**config.mk**
```make
export PLATFORM = sky130hd
export DESIGN_NAME = pcd_port_ctrl
export DESIGN_NICKNAME = d
export VERILOG_FILES = /design/src/logic/pcd_pkg.sv /design/src/logic/pcd_pad_drive.sv /design/src/logic/pcd_port_ctrl.sv /design/src/logic/pcd_sync.sv
export SDC_FILE = /design/constraint.sdc
export NUM_CORES = 1
export LEC_CHECK = 0
export BUFFER_PORTS_ARGS = -buffer_cell sky130_fd_sc_hd__buf_2
export CAP_MARGIN = 30
export CORE_MARGIN = 5
export CORE_UTILIZATION = 53
export CTS_CLUSTER_SIZE = 16
export DETAILED_ROUTE_END_ITERATION = 7
export PLACE_DENSITY_LB_ADDON = 0.05
export SLEW_MARGIN = 15
export SYNTH_ARGS = -nofsm -noshare
export SYNTH_HDL_FRONTEND = slang
export SYNTH_SLANG_ARGS = --single-unit
```
**constraint.sdc**
```tcl
create_clock -name pclk -period 2.2 [get_ports pclk]
set_input_delay 0.33 -clock pclk [delete_from_list [all_inputs] [get_ports pclk]]
set_output_delay 0.33 -clock pclk [all_outputs]
set_load 0.02 [all_outputs]
```
**src/logic/pcd_pkg.sv**
```systemverilog
// constants for the port configuration and direction block
`default_nettype none
package pcd_pkg;
    // apb geometry
    localparam int PCD_ADDR_W = 16;
    localparam int PCD_DATA_W = 32;
    localparam int PCD_IDX_W = 12;
    localparam int PCD_PORT_W = 8;
    localparam int PCD_P3_OUT_W = 4;
    // register indices; byte address is four times the index
    localparam logic [11:0] PCD_IDX_FIRST_PORT_DATA = 12'h000;
    localparam logic [11:0] PCD_IDX_SECOND_PORT_DATA = 12'h002;
    localparam logic [11:0] PCD_IDX_THIRD_PORT_DATA = 12'h003;
    localparam logic [11:0] PCD_IDX_SECOND_PORT_DIRECTION = 12'h0f6;
    localparam logic [11:0] PCD_IDX_THIRD_PORT_MODE = 12'h0f7;
    localparam logic [11:0] PCD_IDX_FIRST_PORT_NIBBLE_DIRECTION = 12'h0f8;
    localparam logic [11:0] PCD_IDX_PORT_OUTPUT_CONFIGURATION = 12'hf00;
    // field positions
    localparam int PCD_PORT_OUTPUT_CONFIGURATION_DRIVE_BIT = 2;
    localparam int PCD_PORT_OUTPUT_CONFIGURATION_CMP_OUT_BIT = 0;
    localparam int PCD_NIB_UPPER_BIT = 6;
    localparam int PCD_NIB_LOWER_BIT = 0;
    localparam int PCD_P3M_P2_PUSH_BIT = 0;
    localparam int PCD_P3M_ANALOG_BIT = 1;
    localparam int PCD_P3M_IR_BIT = 2;
    localparam int PCD_P3_LSB = 4;
    localparam int PCD_SHARED_A_BIT = 0;
    localparam int PCD_SHARED_B_BIT = 3;
    localparam int PCD_TOP_PIN = 7;
    // reset values
    localparam logic PCD_PORT_OUTPUT_CONFIGURATION_DRIVE_RST = 1'h1;
    localparam logic PCD_PORT_OUTPUT_CONFIGURATION_CMP_OUT_RST = 1'h0;
    localparam logic PCD_NIB_RST = 1'h1;
    localparam logic [7:0] PCD_P2_DIR_RST = 8'hff;
    localparam logic [2:0] PCD_P3M_RST = 3'h0;
    localparam logic [7:0] PCD_DATA_RST = 8'h00;
    localparam logic [3:0] PCD_P3_DATA_RST = 4'h0;
    // fixed read values of write-only and reserved bits
    localparam logic [7:0] PCD_PORT_OUTPUT_CONFIGURATION_READ = 8'hff;
    localparam logic [7:0] PCD_NIB_READ = 8'hff;
    localparam logic [7:0] PCD_P3M_READ = 8'hff;
endpackage : pcd_pkg
`default_nettype wire

```
**src/logic/pcd_pad_drive.sv**
```systemverilog
// per-bit output and enable for a bidirectional port
`default_nettype none
`timescale 1ns/1ps
module pcd_pad_drive #(
    parameter int WIDTH = 8
) (
    // clock and reset
    input wire logic pclk,
    input wire logic presetn,
    // control
    input wire logic [WIDTH-1:0] dir_input,
    input wire logic [WIDTH-1:0] data,
    input wire logic push_pull,
    // pins
    output logic [WIDTH-1:0] pin_out,
    output logic [WIDTH-1:0] pin_oe
);
    logic [WIDTH-1:0] next_pin_out;
    logic [WIDTH-1:0] next_pin_oe;

    genvar i;
    generate
        for (i = 0; i < WIDTH; i++) begin : g_bit
            // open-drain releases a one instead of driving it
            always_comb begin
                next_pin_out[i] = data[i];
                next_pin_oe[i] = !dir_input[i] && (push_pull || !data[i]);
            end
        end
    endgenerate

    always_ff @(posedge pclk or negedge presetn) begin
        if (!presetn) begin
            pin_out <= '0;
            pin_oe <= '0;
        end else begin
            pin_out <= next_pin_out;
            pin_oe <= next_pin_oe;
        end
    end
endmodule : pcd_pad_drive
`default_nettype wire

```
**src/logic/pcd_port_ctrl.sv**
```systemverilog
// register file and pin control for the first, second and third ports
//
// Chosen here: register access over APB.
`default_nettype none
`timescale 1ns/1ps
module pcd_port_ctrl (
    // clock and reset
    input wire logic pclk,
    input wire logic presetn,
    // apb slave
    input wire logic [pcd_pkg::PCD_ADDR_W-1:0] paddr,
    input wire logic psel,
    input wire logic penable,
    input wire logic pwrite,
    input wire logic [pcd_pkg::PCD_DATA_W-1:0] pwdata,
    output logic [pcd_pkg::PCD_DATA_W-1:0] prdata,
    output logic pready,
    output logic pslverr,
    // first port pins
    input wire logic [pcd_pkg::PCD_PORT_W-1:0] first_port_in,
    output logic [pcd_pkg::PCD_PORT_W-1:0] first_port_out,
    output logic [pcd_pkg::PCD_PORT_W-1:0] first_port_oe,
    // second port pins
    input wire logic [pcd_pkg::PCD_PORT_W-1:0] second_port_in,
    output logic [pcd_pkg::PCD_PORT_W-1:0] second_port_out,
    output logic [pcd_pkg::PCD_PORT_W-1:0] second_port_oe,
    // third port output pins, bit 0 is shared pin a, bit 3 shared pin b
    output logic [pcd_pkg::PCD_P3_OUT_W-1:0] third_port_out,
    // uart transmitter
    input wire logic uart_tx_enable,
    input wire logic uart_txd,
    // analog results
    input wire logic comparator_1_result,
    input wire logic comparator_2_result,
    input wire logic ir_amp_result,
    // power management
    input wire logic stop_recovery
);
    import pcd_pkg::*;

    ////////////////////////////////////////////////////////////////////////
    // register state
    logic drive_push_pull;
    logic cmp_out_enable;
    logic nib_upper_input;
    logic nib_lower_input;
    logic [7:0] second_port_direction;
    logic [2:0] third_port_mode;
    logic [7:0] first_port_data;
    logic [7:0] second_port_data;
    logic [3:0] third_port_data;
    logic next_drive_push_pull;
    logic next_cmp_out_enable;
    logic next_nib_upper_input;
    logic next_nib_lower_input;
    logic [7:0] next_second_port_direction;
    logic [2:0] next_third_port_mode;
    logic [7:0] next_first_port_data;
    logic [7:0] next_second_port_data;
    logic [3:0] next_third_port_data;

    ////////////////////////////////////////////////////////////////////////
    // bus decode
    logic [PCD_IDX_W-1:0] reg_index;
    logic addr_ok;
    logic hit_p0;
    logic hit_p2;
    logic hit_p3;
    logic hit_p2dir;
    logic hit_p3m;
    logic hit_nib;
    logic hit_port_output_configuration;
    logic mapped;
    logic setup_phase;
    logic wr_commit;
    logic [7:0] wbyte;
    logic [7:0] read_byte;
    logic [PCD_DATA_W-1:0] next_prdata;
    logic next_pready;
    logic next_pslverr;
    logic [7:0] first_port_level;
    logic [7:0] second_port_level;

    assign reg_index = paddr[PCD_IDX_W+1:2];
    // upper address bits and byte offset must be clear
    assign addr_ok = (paddr[PCD_ADDR_W-1:PCD_IDX_W+2] == '0) && (paddr[1:0] == 2'h0);
    assign hit_p0 = addr_ok && (reg_index == PCD_IDX_FIRST_PORT_DATA);
    assign hit_p2 = addr_ok && (reg_index == PCD_IDX_SECOND_PORT_DATA);
    assign hit_p3 = addr_ok && (reg_index == PCD_IDX_THIRD_PORT_DATA);
    assign hit_p2dir = addr_ok && (reg_index == PCD_IDX_SECOND_PORT_DIRECTION);
    assign hit_p3m = addr_ok && (reg_index == PCD_IDX_THIRD_PORT_MODE);
    assign hit_nib = addr_ok && (reg_index == PCD_IDX_FIRST_PORT_NIBBLE_DIRECTION);
    assign hit_port_output_configuration = addr_ok && (reg_index == PCD_IDX_PORT_OUTPUT_CONFIGURATION);
    assign mapped = hit_p0 || hit_p2 || hit_p3 || hit_p2dir || hit_p3m || hit_nib || hit_port_output_configuration;
    assign setup_phase = psel && !penable;
    // no wait state: prdata and pready are registered in the setup cycle and come straight from flip-flops
    assign wr_commit = psel && penable && pready && pwrite && mapped;
    assign wbyte = pwdata[7:0];

    ////////////////////////////////////////////////////////////////////////
    // pin synchronisers
    pcd_sync #(
        .WIDTH(PCD_PORT_W)
    ) u_sync_first (
        .pclk(pclk),
        .presetn(presetn),
        .async_in(first_port_in),
        .sync_out(first_port_level)
    );

    pcd_sync #(
        .WIDTH(PCD_PORT_W)
    ) u_sync_second (
        .pclk(pclk),
        .presetn(presetn),
        .async_in(second_port_in),
        .sync_out(second_port_level)
    );

    ////////////////////////////////////////////////////////////////////////
    // read mux
    always_comb begin
        read_byte = 8'h00;
        if (hit_p0) begin
            read_byte = first_port_level;
        end else if (hit_p2) begin
            read_byte = second_port_level;
        end else if (hit_p3) begin
            read_byte = {third_port_data, 4'h0};
        end else if (hit_p2dir) begin
            read_byte = second_port_direction;
        end else if (hit_p3m) begin
            read_byte = PCD_P3M_READ;
        end else if (hit_nib) begin
            read_byte = PCD_NIB_READ;
        end else if (hit_port_output_configuration) begin
            read_byte = PCD_PORT_OUTPUT_CONFIGURATION_READ;
        end
    end

    always_comb begin
        next_pready = setup_phase;
        next_pslverr = setup_phase && !mapped;
        next_prdata = prdata;
        if (setup_phase) begin
            next_prdata = {24'h00_0000, read_byte};
        end
    end

    always_ff @(posedge pclk or negedge presetn) begin
        if (!presetn) begin
            pready <= 1'b0;
            pslverr <= 1'b0;
            prdata <= 32'h0000_0000;
        end else begin
            pready <= next_pready;
            pslverr <= next_pslverr;
            prdata <= next_prdata;
        end
    end

    ////////////////////////////////////////////////////////////////////////
    // register writes
    always_comb begin
        next_drive_push_pull = drive_push_pull;
        next_cmp_out_enable = cmp_out_enable;
        next_nib_upper_input = nib_upper_input;
        next_nib_lower_input = nib_lower_input;
        next_second_port_direction = second_port_direction;
        next_third_port_mode = third_port_mode;
        next_first_port_data = first_port_data;
        next_second_port_data = second_port_data;
        next_third_port_data = third_port_data;
        // reserved bits have no storage, so writes to them vanish
        if (wr_commit && hit_port_output_configuration) begin
            next_drive_push_pull = wbyte[PCD_PORT_OUTPUT_CONFIGURATION_DRIVE_BIT];
            next_cmp_out_enable = wbyte[PCD_PORT_OUTPUT_CONFIGURATION_CMP_OUT_BIT];
        end
        if (wr_commit && hit_nib) begin
            next_nib_upper_input = wbyte[PCD_NIB_UPPER_BIT];
            next_nib_lower_input = wbyte[PCD_NIB_LOWER_BIT];
        end
        // stop recovery returns only the first port to inputs
        if (stop_recovery) begin
            next_nib_upper_input = PCD_NIB_RST;
            next_nib_lower_input = PCD_NIB_RST;
        end
        if (wr_commit && hit_p2dir) begin
            next_second_port_direction = wbyte;
        end
        if (wr_commit && hit_p3m) begin
            next_third_port_mode = wbyte[2:0];
        end
        if (wr_commit && hit_p0) begin
            next_first_port_data = wbyte;
        end
        if (wr_commit && hit_p2) begin
            next_second_port_data = wbyte;
        end
        if (wr_commit && hit_p3) begin
            next_third_port_data = wbyte[7:PCD_P3_LSB];
        end
    end

    // stop recovery never touches these: only presetn clears them
    always_ff @(posedge pclk or negedge presetn) begin
        if (!presetn) begin
            drive_push_pull <= PCD_PORT_OUTPUT_CONFIGURATION_DRIVE_RST;
            cmp_out_enable <= PCD_PORT_OUTPUT_CONFIGURATION_CMP_OUT_RST;
            second_port_direction <= PCD_P2_DIR_RST;
            third_port_mode <= PCD_P3M_RST;
        end else begin
            drive_push_pull <= next_drive_push_pull;
            cmp_out_enable <= next_cmp_out_enable;
            second_port_direction <= next_second_port_direction;
            third_port_mode <= next_third_port_mode;
        end
    end

    always_ff @(posedge pclk or negedge presetn) begin
        if (!presetn) begin
            nib_upper_input <= PCD_NIB_RST;
            nib_lower_input <= PCD_NIB_RST;
            first_port_data <= PCD_DATA_RST;
            second_port_data <= PCD_DATA_RST;
            third_port_data <= PCD_P3_DATA_RST;
        end else begin
            nib_upper_input <= next_nib_upper_input;
            nib_lower_input <= next_nib_lower_input;
            first_port_data <= next_first_port_data;
            second_port_data <= next_second_port_data;
            third_port_data <= next_third_port_data;
        end
    end

    ////////////////////////////////////////////////////////////////////////
    // first port drive
    logic [7:0] first_dir_input;
    logic [7:0] first_drive_data;

    always_comb begin
        first_dir_input = {{4{nib_upper_input}}, {4{nib_lower_input}}};
        first_drive_data = first_port_data;
        // transmitter wins the top pin; direction still gates it
        if (uart_tx_enable) begin
            first_drive_data[PCD_TOP_PIN] = uart_txd;
        end
    end

    pcd_pad_drive #(
        .WIDTH(PCD_PORT_W)
    ) u_drive_first (
        .pclk(pclk),
        .presetn(presetn),
        .dir_input(first_dir_input),
        .data(first_drive_data),
        .push_pull(drive_push_pull),
        .pin_out(first_port_out),
        .pin_oe(first_port_oe)
    );

    ////////////////////////////////////////////////////////////////////////
    // second port drive
    pcd_pad_drive #(
        .WIDTH(PCD_PORT_W)
    ) u_drive_second (
        .pclk(pclk),
        .presetn(presetn),
        .dir_input(second_port_direction),
        .data(second_port_data),
        .push_pull(third_port_mode[PCD_P3M_P2_PUSH_BIT]),
        .pin_out(second_port_out),
        .pin_oe(second_port_oe)
    );

    ////////////////////////////////////////////////////////////////////////
    // third port shared outputs
    logic [3:0] next_third_port_out;
    logic cmp1_or_ir;

    // amplifier replaces comparator 1 only while the third port mode IR bit is set
    assign cmp1_or_ir = third_port_mode[PCD_P3M_IR_BIT] ? ir_amp_result : comparator_1_result;

    always_comb begin
        next_third_port_out = third_port_data;
        if (cmp_out_enable) begin
            next_third_port_out[PCD_SHARED_A_BIT] = cmp1_or_ir;
            next_third_port_out[PCD_SHARED_B_BIT] = comparator_2_result;
        end
    end

    always_ff @(posedge pclk or negedge presetn) begin
        if (!presetn) begin
            third_port_out <= PCD_P3_DATA_RST;
        end else begin
            third_port_out <= next_third_port_out;
        end
    end
endmodule : pcd_port_ctrl
`default_nettype wire

```
**src/logic/pcd_sync.sv**
```systemverilog
// two flip-flop synchroniser for the pin inputs
`default_nettype none
`timescale 1ns/1ps
module pcd_sync #(
    parameter int WIDTH = 8
) (
    // clock and reset
    input wire logic pclk,
    input wire logic presetn,
    // levels
    input wire logic [WIDTH-1:0] async_in,
    output logic [WIDTH-1:0] sync_out
);
    logic [WIDTH-1:0] stage1;

    // stage1 feeds only the second stage
    always_ff @(posedge pclk or negedge presetn) begin
        if (!presetn) begin
            stage1 <= '0;
            sync_out <= '0;
        end else begin
            stage1 <= async_in;
            sync_out <= stage1;
        end
    end
endmodule : pcd_sync
`default_nettype wire
```
-- Word level (Yosys, flattened, before mapping)
Index checks and enable logic that the tools add are counted.
- bits in registers: 113
- input bits: 75
- logic and storage cells: 133
- output and inout bits: 70
- multiplexer cells: 15
- reduce and logical (&&, ||, !) cells: 91
- eq/ne operators: 6
- operator list (cell ; number):
    $mux 8 ; 7
    $logic_and 1x1->1 ; 37
    $eq 12x8->1 const B ; 3
    $logic_not 1->1 ; 28
    $eq 12x2->1 const B ; 2
    $logic_or 1x1->1 ; 22
    $eq 12x12->1 const B ; 1
    $logic_not 12->1 ; 1
    $mux 1 ; 8
    $logic_not 2->1 ; 2
    $reduce_bool 2->1 ; 1

-- Longest topological paths before layout
- depth after elaboration: 13
- mapped depth: 8
- mapped depth without buffers: 6

-- Modules after synthesis
A second synthesis with hierarchy kept.
- cell total of the unflattened synthesis: 297
- area total of the unflattened synthesis: 4167.7 um^2
- by module, submodules not included (module ; times used ; area an instance (um^2) ; seq. area each (um^2) ; cells each):
    pcd_port_ctrl ; 1 ; 2478.6 ; 1214.9 ; 215
    pcd_pad_drive ; 2 ; 444.2 ; 400.4 ; 25
    pcd_sync ; 2 ; 400.4 ; 400.4 ; 16

-- Least setup slack after synthesis
Ideal clock, no wire load.
- path kind: input-to-reg
- start: input port paddr[11] (netlist name)
- end: register first_port_data[0]
- setup time: 0.125 ns
- arrival time: 1.694 ns
- required time: 2.075 ns
- slack: 0.381 ns
- path buffers: 1
- stages: 6
- cells stage by stage: nor4_2 > and2_1 > buf_6 > nand2_4 > nor4_4 > mux2_2
- cells in the longest elaborated chain, start to end: 10
- elaborated cells between the ends (all ways): 22
- classes of those cells: eq/ne: 6; reduce/logical: 16
- ends and longest elaborated chain (element ; RTL line ; RTL):
    from (decl) ; pcd_port_ctrl.sv:11 ; input wire logic [pcd_pkg::PCD_ADDR_W-1:0] paddr,
    $eq 12x2->1 / $logic_not 12->1 (equally long branches) ; pcd_port_ctrl.sv:88, pcd_port_ctrl.sv:87 ;
    $logic_and 1x1->1, on equally long branches ; pcd_port_ctrl.sv:88, pcd_port_ctrl.sv:87 ;
    $logic_or 1x1->1 (6 in a row) ; pcd_port_ctrl.sv:94 ; assign mapped = hit_p0 || hit_p2 || hit_p3 || hit_p2dir || hit_p3m || hit_nib || hit_port_output_configuration ...
    $logic_and 1x1->1 ; pcd_port_ctrl.sv:97 ; assign wr_commit = psel && penable && pready && pwrite && mapped;
    $logic_and 1x1->1 * ; pcd_port_ctrl.sv:194 ; if (wr_commit && hit_p0) begin
    to (signal assigned) ; pcd_port_ctrl.sv:230 ; first_port_data <= next_first_port_data;
    to (decl) ; pcd_port_ctrl.sv:49 ; logic [7:0] first_port_data;
Mark *: on every way between the ends. The rest lies on a longest branch, timed or not.
A chain may end at the register's enable or synchronous reset.

-- Final worst setup path
- start: input port paddr[11] (netlist name)
- end: register prdata[7] (netlist name)
- cells in the longest elaborated chain, start to end: 9
- elaborated cells between the ends (all ways): 21
- classes of those cells: eq/ne: 6; mux: 7; reduce/logical: 8
- ends and longest elaborated chain (element ; RTL line ; RTL):
    $eq 12x12->1 ; pcd_port_ctrl.sv:93 ; assign hit_port_output_configuration = addr_ok && (reg_index == PCD_IDX_PORT_OUTPUT_CONFIGURATION);
    $logic_and 1x1->1 ; pcd_port_ctrl.sv:93 ;
    $mux 8 ; pcd_port_ctrl.sv:136 ; end else if (hit_port_output_configuration) begin
    $mux 8 ; pcd_port_ctrl.sv:134 ; end else if (hit_nib) begin
    $mux 8 ; pcd_port_ctrl.sv:132 ; end else if (hit_p3m) begin
    $mux 8 ; pcd_port_ctrl.sv:130 ; end else if (hit_p2dir) begin
    $mux 8 ; pcd_port_ctrl.sv:128 ; end else if (hit_p3) begin
    $mux 8 ; pcd_port_ctrl.sv:126 ; end else if (hit_p2) begin
    $mux 8 * ; pcd_port_ctrl.sv:124 ; if (hit_p0) begin
    to (signal assigned) ; pcd_port_ctrl.sv:158 ; prdata <= next_prdata;
    to (decl) ; pcd_port_ctrl.sv:16 ; output logic [pcd_pkg::PCD_DATA_W-1:0] prdata,
Marked as above.

==> impl_metrics.csv <==
group,metric,value,unit
run_status,status,"completed",
timing,relSlewSlack,64.2,%
setup_path,crit_arrival,1980,ps
setup_path,crit_required,2500,ps
yosys,synth_ff_type,"dfrtp_1",
pwr,p_leak,2.48,nW
timing,setup_viol,0,
floorplanning,start_util,54.0,%
pwr,p_switching,0.959,mW
timing,finalMaxSlewViolations,0,
setup_path,cp-end-kind,"flop",
pwr,p_sw_share,25.7,%
pwr,power_frac_comb,6.7,%
routing,wl,7910,um
cells_and_area,final_nets,471,
cts,root_buffer,"clkbuf_8",
pwr,pwr-share-seq,57.1,%
grt,grt_max_degree,43,
yosys,ys_ff_latch,112,
place,dp_hpwl,5860,um
setup_path,rr_worst_depth,4,
floorplanning,die_area,9700,sq um
routing,vias,2507,
setup_path,rr_endpoint,"first_port_data[7]",
timing,hold_viol_final,0,
setup_path,rr_startpoint,"pready",
cts,htree_levels,3,
place,place.gp.congestion,0.915,
setup_path,slowest_stage,"and4_1",
place,dpl-instance-area,4710,sq um
yosys,syn_inst,287,
setup_path,max_stage_delay,420,ps
timing,finalSetupTns,0,ps
flow_run,maxCapViolCount,0,
pwr,internal-power,2.77,mW
setup_path,worstSetupPathType,"in -> reg",
place,port_buffers,96,
setup_path,worstPathMaxFanout,8,
yosys,ys_types,41,
timing,skew,15.6,ps
yosys,synth_edf_count,0,
timing,rsz0062_at_grt,"no",
setup_path,crit_chain,"buf_2 -> nor4_2 -> and2_1 -> and4_1 -> nand2_1 -> a31o_1 -> a21oi_1",
cts,cts.sinks,112,
cts,clkLatencyLatePin,380,ps
setup_path,cpLargestDelayFamily,"simple AND/OR/NAND/NOR gates",
worst_hold_path,min_to,"u_sync_second.stage1[0]",
yosys,async_flop_share,100,%
routing,drt_iter0_drc,77,
floorplanning,fp-row-count,32,
floorplanning,die_w,98.5,um
cells_and_area,diodes,0,
grt,first_global_vias,2563,
cells_and_area,syn2layout_area_growth,19.1,%
worst_hold_path,holdCritPathClass,"in -> reg",
pwr,clkPwrFrac,36.1,%
setup_path,start_kind,"input pin",
timing,fmax,593,MHz
grt,grt_usage,17.4,%
cells_and_area,drive_gt1_share,43.6,%
timing,period_share,76.7,%
cts,clk_pin_slew,110,ps
routing,drt-wirelength-per-cell,15.7,um
timing,tightestPinTransition,537,ps
yosys,ys_warn_count,0,
grt,overflow,0,
pwr,finalPower,3.73,mW
worst_hold_path,hold_depth,1,
routing,final_antenna_net_count,0,
cts,clockBufferDepth,2,
timing,period_minus_slack,1690,ps
yosys,yosys-top-cells-area,"dfrtp_1 61%, mux2_2 9.2%, dfstp_2 7.0%",
grt,grt_pass1_wl,13300,um
floorplanning,core,7690,sq um
setup_path,critPathBufInv,1,
cts,cts_buffers,9,
timing,whs,54.8,ps
setup_path,rrSetupSlack,590,ps
pwr,vdd_drop_max,0.406,mV
grt,antenna_found_initial,0,
routing,drt_pre_antenna_iters,4,
yosys,syn_area,4150,sq um
cts,cts_tree,"yes",
worst_hold_path,min_from,"second_port_in[0]",
yosys,yosys.area.top_type,"dfrtp_1",
yosys,ys_seq_area_share,67.8,%
yosys,synth.top_cell.area_share,60.9,%
cells_and_area,design_area,4940,sq um
pwr,powerDensity,753,nW/um^2
floorplanning,die-height,98.5,um
floorplanning,pin_count,145,
cells_and_area,n_fill_cell,639,
routing,viasPerCell,4.98,
yosys,avgSynthCellArea,14.5,sq um
routing,drcViolationCount,0,
## metrics by stage
| step | util (%) | std cells | setup slack, ps |
|---|---|---|---|
| 6_report | 64.3 | 503 | 513 |
| 2_1_floorplan | - | 310 | 381 |
| 4_1_cts | 64.3 | 503 | 504 |
| 3_3_place_gp | 61.2 | 486 | 82.4 |
| 3_5_place_dp | 61.2 | 486 | 106 |
| 5_1_grt | 64.3 | 503 | 312 |
## timing repair
action,in CTS,in global routing
endpoints found under the hold margin,38,0
setup buffers,0,0
hold buffers,1,0
resized for setup,0,0
## layout by cell type (no fill, tap or decap), drive strengths merged, types with 7 or more instances in the layout
| master | n |
|---|---|
| buf | 105 |
| conb | 24 |
| nor2 | 8 |
| a21oi | 27 |
| inv | 7 |
| dfrtp | 101 |
| clkbuf | 9 |
| nand2 | 11 |
| a22oi | 10 |
| mux2 | 34 |
| dfstp | 11 |
## worst reg2reg max path: stages (launching register included)
cell and delay [ps]:
dfrtp_1 380, nand4_1 270, nor4_4 300, buf_4 220
mux2_2 340
## routing by layer
layer / wire length (um) / share of wire [%] / up-vias / global-route usage (%)
li1: - / - / 1191 / -
met1: 3460 / 44 / 1217 / 24.1
met2: 3740 / 47 / 86 / 26.2
met3: 543 / 6.9 / 13 / 4.25
met4: 159 / 2.0 / 0 / 7.77
met5: 0 / 0 / - / 0
## kinds of logic (layout without fill, tap and decap cells)
| logic type | after synthesis | count (layout) | share of synthesized area [%] |
|---|---|---|---|
| other | 1 | 24 | 0.0903 |
| muxes | 35 | 35 | 9.46 |
| DFF | 112 | 112 | 67.8 |
| and+or+nand+nor | 50 | 50 | 8.14 |
| AOI/OAI and AO/OA | 56 | 56 | 8.68 |
| buffers and inverters | 33 | 124 | 5.79 |
## worst max path at each step
stage,start,end,slack [ps],depth (start not counted)
2_1_floorplan,paddr[11],first_port_data[0],380,6
3_3_place_gp,paddr[11],second_port_direction[0],80,6
3_5_place_dp,paddr[11],second_port_direction[2],110,6
4_1_cts,paddr[11],second_port_direction[7],500,6
5_1_grt,paddr[11],prdata[7],310,7
6_report,paddr[11],prdata[7],510,7
## cell type report
cell class / instances / area, sq um / area share (%)
multi-input cells: 165 / 1180 / 23.9
inverters: 2 / 7.51 / 0.152
clock buffers: 9 / 124 / 2.51
flip-flops and latches: 112 / 2820 / 57.0
well taps: 102 / 128 / 2.58
clock inverters: 7 / 103 / 2.07
repair buffers: 106 / 586 / 11.8
## power by group through the flow
| stage | combinational (mW) | clock (mW) | sequential (mW) |
|---|---|---|---|
| 6_report | 0.251 | 1.35 | 2.13 |
| 5_1_grt | 0.281 | 1.47 | 2.13 |
| 4_1_cts | 0.254 | 1.38 | 2.13 |
| 3_5_place_dp | 0.252 | 0 | 2.17 |
| 3_3_place_gp | 0.248 | 0 | 2.17 |
| 2_1_floorplan | 0.119 | 0 | 2.19 |
## cell usage after synthesis (all sizes together), types with 4 or more instances
cell type	n
dfrtp	101
mux2	34
buf	29
a21oi	27
dfstp	11
nand2	11
a22oi	10
nor2	8
nand3	5
o22ai	5
and4	4
nand4	4
nor4	4
Power figures use the tool's default switching activity.
